[config.mk]
export PLATFORM = sky130hd
export DESIGN_NAME = dpwm_top
export DESIGN_NICKNAME = d
export VERILOG_FILES = /design/src/dpwm_pkg.sv /design/src/dpwm_top.sv
export SDC_FILE = /design/constraint.sdc
export NUM_CORES = 1
export LEC_CHECK = 0
export BUFFER_PORTS_ARGS = -buffer_cell sky130_fd_sc_hd__buf_4
export CAP_MARGIN = 20
export CORE_UTILIZATION = 55
export DETAILED_ROUTE_END_ITERATION = 16
export GPL_TIMING_DRIVEN = 1
export PLACE_DENSITY = 0.88
export SLEW_MARGIN = 20
export SYNTH_ARGS = -nofsm -noshare
export SYNTH_HDL_FRONTEND = slang
export SYNTH_SLANG_ARGS = --single-unit
[constraint.sdc]
create_clock -name clk -period 2.6 [get_ports clk]
set_input_delay 0.52 -clock clk [delete_from_list [all_inputs] [get_ports clk]]
set_output_delay 0.52 -clock clk [all_outputs]
set_load 0.1 [all_outputs]
[src/dpwm_pkg.sv]
package dpwm_pkg;
	localparam int          ADDR_W         = 3;
	localparam int          DATA_W         = 16;
	localparam int          DUTY_W         = 8;
	localparam int          DIV_W          = 2;
	localparam int          TRIM_W         = 4;
	localparam int          CNT_W          = 10;
	localparam int          DUTY_LSB       = 0;
	localparam int          DIV_LSB        = 8;
	localparam logic [2:0]  GEN0_CTRL_OFS  = 3'h0;
	localparam logic [2:0]  GEN1_CTRL_OFS  = 3'h1;
	localparam logic [2:0]  TRIM_OFS       = 3'h2;
	localparam logic [2:0]  OUT_EN_OFS     = 3'h3;
	localparam logic [2:0]  MAP_OFS        = 3'h4;
	localparam logic [2:0]  STATUS_OFS     = 3'h5;
	localparam logic [9:0]  CTRL_RST       = 10'h000;
	localparam logic [3:0]  TRIM_NOM       = 4'h8;
	localparam logic [3:0]  TRIM_RSVD      = 4'h0;
	localparam logic [7:0]  OUT_EN_RST     = 8'h00;
	localparam logic [15:0] MAP_RST        = 16'h0000;
	localparam logic [1:0]  DIV_1024       = 2'h0;
	localparam logic [1:0]  DIV_512        = 2'h1;
	localparam logic [1:0]  DIV_256        = 2'h2;
	localparam logic [1:0]  DIV_FULL       = 2'h3;
	localparam int          CLK_HZ         = 10000000;
	localparam int          F_INT_HZ       = 102400;
	localparam logic [7:0]  BASE_DIV       = 8'(CLK_HZ / F_INT_HZ);
	localparam logic [7:0]  TRIM_STEP      = 8'h05;
	typedef enum logic [1:0] {SRC_GEN0, SRC_GEN1, SRC_IN0, SRC_IN1} dpwm_src_t;
endpackage

[src/dpwm_top.sv]
// The address map and the address-and-strobe port were left to the implementer.
`timescale 1ns/1ns
`default_nettype none
module dpwm_top
	import dpwm_pkg::*;
#(
	parameter int NCH = 8
) (
	input  wire logic                         clk,
	input  wire logic                         rstn,
	input  wire logic [dpwm_pkg::ADDR_W-1:0]  reg_addr,
	input  wire logic [dpwm_pkg::DATA_W-1:0]  reg_wdata,
	input  wire logic                         reg_wr,
	input  wire logic                         reg_rd,
	output logic      [dpwm_pkg::DATA_W-1:0]  reg_rdata,
	input  wire logic [1:0]                   parallel_input_pin,
	output logic      [1:0]                   gen_out,
	output logic      [NCH-1:0]               ch_out
);
	import dpwm_pkg::*;

	logic [9:0]        gen_ctrl_ff [2];
	logic [TRIM_W-1:0] base_rate_trim_ff;
	logic [NCH-1:0]    out_en_ff;
	logic [2*NCH-1:0]  map_ff;
	logic [1:0]        pin_meta_ff;
	logic [1:0]        pin_sync_ff;
	logic [7:0]        tick_cnt_ff;
	logic              tick_ff;
	logic [7:0]        nxt_reload;
	logic [CNT_W-1:0]  cnt_ff [2];
	logic [DUTY_W-1:0] act_duty_ff [2];
	logic [DIV_W-1:0]  act_div_ff [2];
	logic [1:0]        bnd;
	logic [1:0]        gen_out_ff;
	logic [NCH-1:0]    ch_out_ff;
	logic [DATA_W-1:0] reg_rdata_ff;

	function automatic logic [CNT_W-1:0] period_last(input logic [DIV_W-1:0] div);
		case (div)
			DIV_1024: period_last = 10'h3ff;
			DIV_512:  period_last = 10'h1ff;
			default:  period_last = 10'h0ff;
		endcase
	endfunction

	function automatic logic [7:0] scaled_step(input logic [CNT_W-1:0] cnt,
			input logic [DIV_W-1:0] div);
		case (div)
			DIV_1024: scaled_step = cnt[9:2];
			DIV_512:  scaled_step = cnt[8:1];
			default:  scaled_step = cnt[7:0];
		endcase
	endfunction

	////////////////////////////////////////////////////////////////////////////
	// Register port. Writes land at once in the shadow settings; the generators
	// only pick them up at their own period boundary, so software may rewrite a
	// generator control word several times in one period and only the last value written before the boundary cycle is used.

	always_ff @(posedge clk or negedge rstn) begin
		if (!rstn) begin
			gen_ctrl_ff[0] <= CTRL_RST;
			gen_ctrl_ff[1] <= CTRL_RST;
		end else if (reg_wr && reg_addr == GEN0_CTRL_OFS) begin
			gen_ctrl_ff[0] <= reg_wdata[9:0];
		end else if (reg_wr && reg_addr == GEN1_CTRL_OFS) begin
			gen_ctrl_ff[1] <= reg_wdata[9:0];
		end
	end

	always_ff @(posedge clk or negedge rstn) begin
		if (!rstn) begin
			base_rate_trim_ff <= TRIM_NOM;
			out_en_ff         <= OUT_EN_RST;
			map_ff            <= MAP_RST;
		end else if (reg_wr) begin
			if (reg_addr == TRIM_OFS) begin
				base_rate_trim_ff <= reg_wdata[TRIM_W-1:0];
			end
			if (reg_addr == OUT_EN_OFS) begin
				out_en_ff <= reg_wdata[NCH-1:0];
			end
			if (reg_addr == MAP_OFS) begin
				map_ff <= reg_wdata[2*NCH-1:0];
			end
		end
	end

	always_ff @(posedge clk or negedge rstn) begin
		if (!rstn) begin
			reg_rdata_ff <= '0;
		end else if (reg_rd) begin
			case (reg_addr)
				GEN0_CTRL_OFS: reg_rdata_ff <= {6'h00, gen_ctrl_ff[0]};
				GEN1_CTRL_OFS: reg_rdata_ff <= {6'h00, gen_ctrl_ff[1]};
				TRIM_OFS:      reg_rdata_ff <= {12'h000, base_rate_trim_ff};
				OUT_EN_OFS:    reg_rdata_ff <= {8'h00, out_en_ff};
				MAP_OFS:       reg_rdata_ff <= map_ff;
				STATUS_OFS:    reg_rdata_ff <= {6'h00, gen_out_ff, ch_out_ff};
				default:       reg_rdata_ff <= '0;
			endcase
		end
	end

	assign reg_rdata = reg_rdata_ff;

	////////////////////////////////////////////////////////////////////////////
	// Parallel input pins are asynchronous to clk.

	always_ff @(posedge clk or negedge rstn) begin
		if (!rstn) begin
			pin_meta_ff <= 2'h0;
			pin_sync_ff <= 2'h0;
		end else begin
			pin_meta_ff <= parallel_input_pin;
			pin_sync_ff <= pin_meta_ff;
		end
	end

	////////////////////////////////////////////////////////////////////////////
	// Base tick. The oscillator is modelled by a clk divider whose reload the
	// trim moves by a fixed step per code, except reserved code 0 which gives the nominal reload; the real trim curve is not linear.

	always_comb begin
		if (base_rate_trim_ff == TRIM_RSVD) begin
			nxt_reload = BASE_DIV;
		end else begin
			nxt_reload = 8'(BASE_DIV - 8'(({4'h0, base_rate_trim_ff} - {4'h0, TRIM_NOM})
				* TRIM_STEP));
		end
	end

	always_ff @(posedge clk or negedge rstn) begin
		if (!rstn) begin
			tick_cnt_ff <= '0;
			tick_ff     <= 1'b0;
		end else if (tick_cnt_ff == 8'h00) begin
			tick_cnt_ff <= 8'(nxt_reload - 8'h01);
			tick_ff     <= 1'b1;
		end else begin
			tick_cnt_ff <= 8'(tick_cnt_ff - 8'h01);
			tick_ff     <= 1'b0;
		end
	end

	for (genvar g = 0; g < 2; g++) begin : gen_pwm
		assign bnd[g] = tick_ff && cnt_ff[g] == period_last(act_div_ff[g]);

		always_ff @(posedge clk or negedge rstn) begin
			if (!rstn) begin
				cnt_ff[g] <= '0;
			end else if (bnd[g]) begin
				cnt_ff[g] <= '0;
			end else if (tick_ff) begin
				cnt_ff[g] <= 10'(cnt_ff[g] + 10'h001);
			end
		end

		// Settings are only taken at a boundary so no period is ever cut short.
		always_ff @(posedge clk or negedge rstn) begin
			if (!rstn) begin
				act_duty_ff[g] <= CTRL_RST[DUTY_LSB +: DUTY_W];
				act_div_ff[g]  <= CTRL_RST[DIV_LSB +: DIV_W];
			end else if (bnd[g]) begin
				act_duty_ff[g] <= gen_ctrl_ff[g][DUTY_LSB +: DUTY_W];
				act_div_ff[g]  <= gen_ctrl_ff[g][DIV_LSB +: DIV_W];
			end
		end

		always_ff @(posedge clk or negedge rstn) begin
			if (!rstn) begin
				gen_out_ff[g] <= 1'b0;
			end else if (act_div_ff[g] == DIV_FULL) begin
				gen_out_ff[g] <= 1'b1;
			end else begin
				gen_out_ff[g] <= scaled_step(cnt_ff[g], act_div_ff[g])
					< act_duty_ff[g];
			end
		end

	end

	assign gen_out = gen_out_ff;

	////////////////////////////////////////////////////////////////////////////
	// Channel mapping: two bits per channel pick one of four groups.

	for (genvar c = 0; c < NCH; c++) begin : gen_ch
		dpwm_src_t src;
		logic      sel;

		assign src = dpwm_src_t'(map_ff[2*c +: 2]);

		always_comb begin
			case (src)
				SRC_GEN0: sel = gen_out_ff[0];
				SRC_GEN1: sel = gen_out_ff[1];
				SRC_IN0:  sel = pin_sync_ff[0];
				SRC_IN1:  sel = pin_sync_ff[1];
				default:  sel = 1'b0;
			endcase
		end

		always_ff @(posedge clk or negedge rstn) begin
			if (!rstn) begin
				ch_out_ff[c] <= 1'b0;
			end else begin
				ch_out_ff[c] <= out_en_ff[c] && sel;
			end
		end

	end

	assign ch_out = ch_out_ff;
endmodule
`default_nettype wire

# Word level (Yosys, flattened, before mapping)
# Cells that the tools add are included.
# word_totals
register_bits	127
# op_classes
add_sub_neg	6
multipliers	1
magnitude_cmp	2
n_eq_ne	35
n_mux	24
n_bitwise	1
reduce_logical	31
# op_table
op	count
one-hot mux 16 bit (6 select lines)	1
two-way mux 10 bit	4
one-hot mux 10 bit (2 select lines)	2
equality test 2 bit (second input constant)	18
two-way mux 8 bit	4
one-hot mux 1 bit (4 select lines)	8
one-hot mux 8 bit (2 select lines)	2
adder 10 x 1 -> 10 bit (second input constant)	2
equality test 10 bit	2
equality test 2 x 1 -> 1 bit (second input constant)	10
zero test 2 bit	10
< comparator 8 bit	2
subtractor 8 x 1 -> 8 bit (second input constant)	2
logical AND 1 bit	12
zero test 8 bit	1
multiplier 5 x 4 -> 8 bit (second input constant)	1
AND reduction 2 bit	4
subtractor 7 x 8 -> 8 bit (first input constant)	1
equality test 3 x 2 -> 1 bit (second input constant)	2
equality test 3 bit (second input constant)	2
subtractor 4 x 4 -> 5 bit (second input constant)	1
zero test 4 bit	1
nonzero test 2 bit	2
equality test 3 x 1 -> 1 bit (second input constant)	1
other kinds (3)	5

# Depth between registers and ports, before layout
# Gate-level depths: netlist (run 1).
# logic_depth
ltp_word	6
mapped_depth	11
depth_no_buf	11

# Worst setup path before layout (run 1)
# OpenSTA, ideal clock, no wires.
# synth_timing
kind	register -> register
from	reg base_rate_trim_ff[3]
to	reg tick_cnt_ff[7]
arrival_ns	2.306
required_time_ns	2.521
slack_ns	0.214
path_stages_with_launch	9
path_buffers	0
synth_period_minus_slack_ns	2.386
cell_sequence	dfstp_2 ha_1 ha_1 ha_1 nand2b_1 a2111oi_0 a211oi_1 nor4_2 xor2_1
# synth_between
elab_chain_len	6
elab_cells_between_ends	7
classes_between	add/sub: 3; mul: 1; mux: 2; reduce/logical: 1
# synth_rtl
item	line	source
start, declared	dpwm_top.sv:23	logic [TRIM_W-1:0] base_rate_trim_ff;
start signal, assigned	dpwm_top.sv:79	base_rate_trim_ff <= reg_wdata[TRIM_W-1:0];
subtractor 4 x 4 -> 5 bit	dpwm_top.sv:129	nxt_reload = 8'(BASE_DIV - 8'(({4'h0, base_rate_trim_ff} - {4'h0, TRIM_NOM})
multiplier 5 x 4 -> 8 bit	dpwm_top.sv:130	* TRIM_STEP));
subtractor 7 x 8 -> 8 bit	dpwm_top.sv:129	
two-way mux 8 bit *	dpwm_top.sv:126	if (base_rate_trim_ff == TRIM_RSVD) begin
subtractor 8 x 1 -> 8 bit *	dpwm_top.sv:139	tick_cnt_ff <= 8'(nxt_reload - 8'h01);
two-way mux 8 bit *	dpwm_top.sv:138	end else if (tick_cnt_ff == 8'h00) begin
end signal, assigned	dpwm_top.sv:139	
end signal, assigned	dpwm_top.sv:142	tick_cnt_ff <= 8'(tick_cnt_ff - 8'h01);
end, declared	dpwm_top.sv:28	logic [7:0] tick_cnt_ff;
# Every way passes the cells marked *; elsewhere a longest branch is shown, timed or not.
# A chain may end at the register's enable or synchronous reset.

# Final worst setup path (run 1)
# Ends and elaborated chain as after synthesis.

==> results.cfg, run 1 <==
[status]
status = complete, no violations

[die]
die_area_sq_um = 12510
die_h_microns = 111.9
core-area_sq_um = 11610
ioPinCount = 51
rows = 39
die_w_microns = 111.9
start_util_pct = 57.16

[routing]
drt.antenna.violating_nets = 0
vias = 4893
drc_errors = 0
drt-pass1-iter-count = 4
routed_via_density = 6.086
routed_wl_microns = 16000
drt_first_iter_violations = 301
routedWlPerCell_microns = 19.90

[timing]
final.period_utilization_pct = 98.58
maxSlewViolCount = 0
worst_pin_slew_ns = 0.6798
setup_viol = 0
hold_ws_ns = 0.1381
hold_viol = 0
fin_skew_ns = 0.01026
period_needed_ns = 2.563
fin_ws_ns = 0.03694
maxSlewHeadroom_pct = 54.68
fmax_mhz = 390.2

[finish]
regArea_sq_um = 3179
layout_common_cells = dfrtp_1, buf_4, nand2_1
drive_above_1_share_pct = 28.90
diodes = 0
fill_cells = 788
final_common_cell = dfrtp_1
design_area_sq_um = 7890
nets = 703
area_delta_synth_final_pct = 18.85
finalNonFillerCells = 804
multi_input_area_sq_um = 3286

[clock_tree]
cts_tree = built
root_buffer = clkbuf_16
cts_max_level = 4
path_clk_slew_ns = 0.06
clock_path_buffers = 2
worstSkewPairLatency_ns = 0.43
cts_buffers = 17
cts_sinks = 127

[worst_setup_path]
crit_path_max_fanout = 5
cp.arrival_ns = 2.91
rr_endpoint = tick_cnt_ff[7]$_DFF_PN0_
required_ns = 2.95
r2r_start = base_rate_trim_ff[3]$_DFFE_PN1P_
endpoint_kind = register
critical_path_class = register to register
r2r_slack_ns = 0.04
start_kind = register
reg2reg_depth = 9

[synthesis]
avgSynthCellArea_sq_um = 11.20
synth_top_area_share_pct = 47.49
syn-cell-area_sq_um = 6639
ys_top_cells_by_area = dfrtp_1, mux2_2, ha_1
synth_flop_cell = dfrtp_1
synth_nets = 648
synth-seq-cells = 127
synth_warnings = 0
synth_cell_types = 57
yosys.area.top_type = dfrtp_1
synth-seq-area-share_pct = 47.89
synthArstFlopShare_pct = 100.0
synth_cells = 593
synth_edf_count = 0

[global_route]
grt_overflow = 0
grt_pass1_wl_microns = 26120
grt_usage_pct = 27.21
grt_max_degree = 52
first_global_vias = 5143
antenna_found_initial = 0

[placed_design]
gp_congestion = 0.8567
port_buffers = 50
post_dp_cell_area_sq_um = 7171
place_inst = 770
dp_hpwl_microns = 10450
pre_cts_ws_ns = 0.03135

[power_and_ir_drop]
power_leakage_uw = 0.003495
power.density_nw_per_um2 = 892.2
vdd_ir_drop_max_v = 0.0006210
totalPowerFinal_uw = 7039

[worst_hold_path]
hp-class = input port to async pin

[job]
cap_violations = 0
==> sequential cells by signal (all words and copies together), names as in the netlist <==
name               flops
ch_out                 8
base_rate_trim_ff      4
map_ff                16
act_duty_ff           16
gen_out                2
pin_meta_ff            2
gen_ctrl_ff           20
act_div_ff             4
tick_ff                1
pin_sync_ff            2
cnt_ff                20
reg_rdata             16
out_en_ff              8
tick_cnt_ff            8
==> worst max path at each step <==
| stage | from | end | slack [ns] | cells past startpoint |
|---|---|---|---|---|
| 5_1_grt | base_rate_trim_ff[3]$_DFFE_PN1P_ | tick_cnt_ff[7]$_DFF_PN0_ | -0.07 | 9 |
| 3_5_place_dp | base_rate_trim_ff[3]$_DFFE_PN1P_ | tick_cnt_ff[7]$_DFF_PN0_ | 0.03 | 9 |
| 3_3_place_gp | base_rate_trim_ff[3]$_DFFE_PN1P_ | tick_cnt_ff[6]$_DFF_PN0_ | 0.13 | 8 |
| 4_1_cts | base_rate_trim_ff[3]$_DFFE_PN1P_ | tick_cnt_ff[7]$_DFF_PN0_ | 0.04 | 9 |
| 6_report | base_rate_trim_ff[3]$_DFFE_PN1P_ | tick_cnt_ff[7]$_DFF_PN0_ | 0.04 | 9 |
| 2_1_floorplan | base_rate_trim_ff[3]$_DFFE_PN1P_ | tick_cnt_ff[7]$_DFF_PN0_ | 0.21 | 8 |
==> repair_timing <==
| item | in CTS | in global routing |
|---|---|---|
| buffers inserted | 0 | 2 |
| gates resized for setup | 0 | 12 |
| hold buffers | 0 | 0 |
| endpoints found under the setup margin | 0 | 2 |
==> synthesized netlist by cell type, types with 3 or more instances <==
library cell,instances
a21o_1,7
a21oi_1,22
a222oi_1,3
a22oi_1,4
and2_1,11
buf_2,11
clkbuf_1,14
dfrtp_1,126
ha_1,30
inv_1,36
mux2_2,54
mux2i_1,20
mux4_2,14
nand2_1,57
nand2b_1,5
nand3_1,14
nand4_1,4
nor2_1,28
nor2b_1,3
nor3_1,6
nor3b_1,4
o21ai_0,50
xnor2_1,17
xor2_1,9
==> layer usage <==
metal / up-vias / share of wire, % / GRT usage (%)
met1: 2437 / 41 / 33.25
met2: 190 / 51 / 45.76
met5: - / 0 / 0
met4: 0 / 2.7 / 11.71
met3: 51 / 5.8 / 7.022
li1: 2215 / - / -
==> cell type report <==
cell class	instances	area share (%)
Multi-Input combinational cell	401	41.64
Clock inverter	12	1.998
Inverter	37	1.760
Clock buffer	20	5.788
Sequential cell	127	40.29
Tap cell	143	2.268
Timing Repair Buffer	64	6.248
==> worst max-delay path, cell delays in order, from the launching register on <==
cell and delay (ns):
dfstp_2 0.58, inv_1 0.07, ha_1 0.29, xnor2_1 0.28
ha_4 0.21, nor2_1 0.09, a2111oi_4 0.38, a211oi_2 0.12
nor4_4 0.29, xor2_1 0.18
==> power breakdown <==
part	leakage [uW]	internal, uW	total (uW)	switching (uW)
Sequential	0.00162	2290	2650	361
Clock	0.000305	1560	2480	918
Combinational	0.00157	814	1900	1090
Total	0.00349	4670	7040	2370
==> logic make-up after synthesis <==
| group | share of synthesized area [%] |
|---|---|
| buf+inv | 3.977 |
| simple gates | 11.76 |
| fa+ha+maj | 5.654 |
| compound gates | 10.37 |
| flops | 47.89 |
| xor+xnor | 3.430 |
| mux | 16.92 |
==> metrics by stage <==
step                util (%)  setup TNS [ns]
finish                 67.94               0
global route           67.94        -0.07996
CTS                    67.03               0
detailed placement     61.74               0
global placement       61.74               0
floorplan                  -               0
Note: power is estimated with default switching activity, not from simulation.
==> run 2, diff against run 1 <==
--- a/config.mk
+++ b/config.mk
@@ -7,6 +7,7 @@
 export LEC_CHECK = 0
 export BUFFER_PORTS_ARGS = -buffer_cell sky130_fd_sc_hd__buf_4
 export CAP_MARGIN = 20
+export CORE_MARGIN = 2
 export CORE_UTILIZATION = 55
 export DETAILED_ROUTE_END_ITERATION = 16
 export GPL_TIMING_DRIVEN = 1
==> run 2 against run 1 <==
Register-to-register slack better by 0.02 ns. Clock power down 10%. Worst hold slack worse by 0.052 ns. Sequential share of layout area increased by 0.54 points. Clock skew is 0.0030 ns lower. Final cell count stayed put. Highest routed layer unchanged. Core utilization fell by 2.5 points. Largest cell class unchanged. Non-clock buffer count down 2.
==> results.cfg, run 2 (synthesis results as in run 1) <==
[die]
core-area_sq_um = 11910
start_util_pct = 55.74
die_h_microns = 113.9
ioPinCount = 51
die_area_sq_um = 12970
rows = 40
die_w_microns = 113.9

[clock_tree]
path_clk_slew_ns = 0.06
cts_sinks = 127
root_buffer = clkbuf_16
cts_buffers = 17
cts_tree = built
postCtsHoldBufs = 0
worstSkewPairLatency_ns = 0.42
clock_path_buffers = 2
cts_max_level = 4

[timing]
final.period_utilization_pct = 97.84
worst_pin_slew_ns = 0.5953
fin_skew_ns = 0.007242
final.setup.tns_ns = 0
setup_viol = 0
maxSlewHeadroom_pct = 60.31
hold_ws_ns = 0.08595
period_needed_ns = 2.544
fmax_mhz = 393.1
maxSlewViolCount = 0
hold_viol = 0

[routing]
drt_first_iter_violations = 289
routed_via_density = 6.071
vias = 4881
routedWlPerCell_microns = 19.61
drt-pass1-iter-count = 5
drt.antenna.violating_nets = 0
drc_errors = 0
routed_wl_microns = 15770

[worst_setup_path]
crit_path_top_delay_cell = dfstp_2
critPathMostFrequentCell = xnor2_1
r2r_slack_ns = 0.06
start_kind = register
endpoint_kind = register
cp.arrival_ns = 2.88
worstPathCellList = ha_1 > xnor2_1 > xnor2_2 > ha_4 > buf_4 > xnor2_1 > a41oi_2 > nand2_1 > nor4_2 > xor2_1
critical_path_class = register to register
cpPeakStageDelay_ns = 0.56
required_ns = 2.94
crit_path_max_fanout = 4

[worst_hold_path]
hp-class = input port to async pin

[placed_design]
dp_hpwl_microns = 10330
gp_congestion = 0.8602
port_buffers = 50

[global_route]
grt_pass1_wl_microns = 25210
grt_max_degree = 53
grt_usage_pct = 25.27
antenna_found_initial = 0
first_global_vias = 5018
grt_overflow = 0

[finish]
final_common_cell = dfrtp_1
area_delta_synth_final_pct = 17.32
diodes = 0
reg_top3 = cnt_ff: 20 flops, gen_ctrl_ff: 20 flops
fill_cells = 811
nets = 701
layout_common_cells = dfrtp_1, buf_4, nand2_1
drive_above_1_share_pct = 28.31

[status]
status = complete, no violations

[power_and_ir_drop]
vdd_ir_drop_max_v = 0.0006632
power.density_nw_per_um2 = 865.0
power_leakage_uw = 0.003437

[job]
cap_violations = 0
run 2: final timing paths:
kind,startpoint,to,depth (start not counted)
worst max-delay path,base_rate_trim_ff[3]$_DFFE_PN1P_,tick_cnt_ff[7]$_DFF_PN0_,10
max in group asynchronous,rstn,base_rate_trim_ff[3]$_DFFE_PN1P_,2
worst max register to register,base_rate_trim_ff[3]$_DFFE_PN1P_,tick_cnt_ff[7]$_DFF_PN0_,10
worst min register to register,pin_meta_ff[1]$_DFF_PN0_,pin_sync_ff[1]$_DFF_PN0_,0
min in group clk,parallel_input_pin[0],pin_meta_ff[0]$_DFF_PN0_,1
worst min-delay path,rstn,reg_rdata[2]$_DFFE_PN0P_,1
run 2: worst max-delay path, delay by kind of cell, from the launching register on:
kind / cells / cell delay [ns]
AO/OA/AOI/OAI: 1 / 0.21
buffers and inverters: 1 / 0.13
adder cells (fa/ha/maj): 2 / 0.47
flip-flops: 1 / 0.56
AND/OR/NAND/NOR: 2 / 0.39
XOR/XNOR: 4 / 0.71
run 2: final cells by class:
cell class | instances | area [sq um] | area share [%]
Multi-Input combinational cell | 401 | 3259 | 41.85
Sequential cell | 127 | 3181 | 40.84
Timing Repair Buffer | 62 | 478.0 | 6.137
Clock buffer | 21 | 460.4 | 5.912
Tap cell | 147 | 183.9 | 2.361
Inverter | 37 | 138.9 | 1.783
Clock inverter | 9 | 87.58 | 1.124
run 2: metal layers:
| metal | wire (microns) | part of all wire, % | vias to the layer above | GRT usage (%) |
|---|---|---|---|---|
| li1 | - | - | 2201 | - |
| met1 | 6279 | 40 | 2417 | 31.01 |
| met2 | 8036 | 51 | 218 | 42.59 |
| met3 | 1053 | 6.7 | 45 | 6.589 |
| met4 | 399 | 2.5 | 0 | 10.73 |
| met5 | 0 | 0 | - | 0 |
run 2: per-stage QoR:
step	util [%]	worst slack [ns]	total power [uW]	cell area [sq um]	std cells
floorplan	-	0.2144	3880	6639	593
global placement	60.05	0.1060	4248	7153	771
detailed placement	60.05	-0.08854	4337	7153	771
CTS	65.00	0.004825	6647	7742	803
global route	65.39	-0.02141	6993	7789	804
finish	65.39	0.05624	6737	7789	804
run 2: where the power goes:
part	switching [uW]	internal [uW]	total [uW]
Clock	864	1350	2220
Sequential	361	2300	2660
Combinational	1060	805	1860
run 2: repair_timing:
action,CTS,global route
resized for setup,5,5
gates cloned,0,0
setup endpoints to repair,1,3
endpoints found under the hold margin,0,0
pin swaps,2,4
buffers inserted,2,1
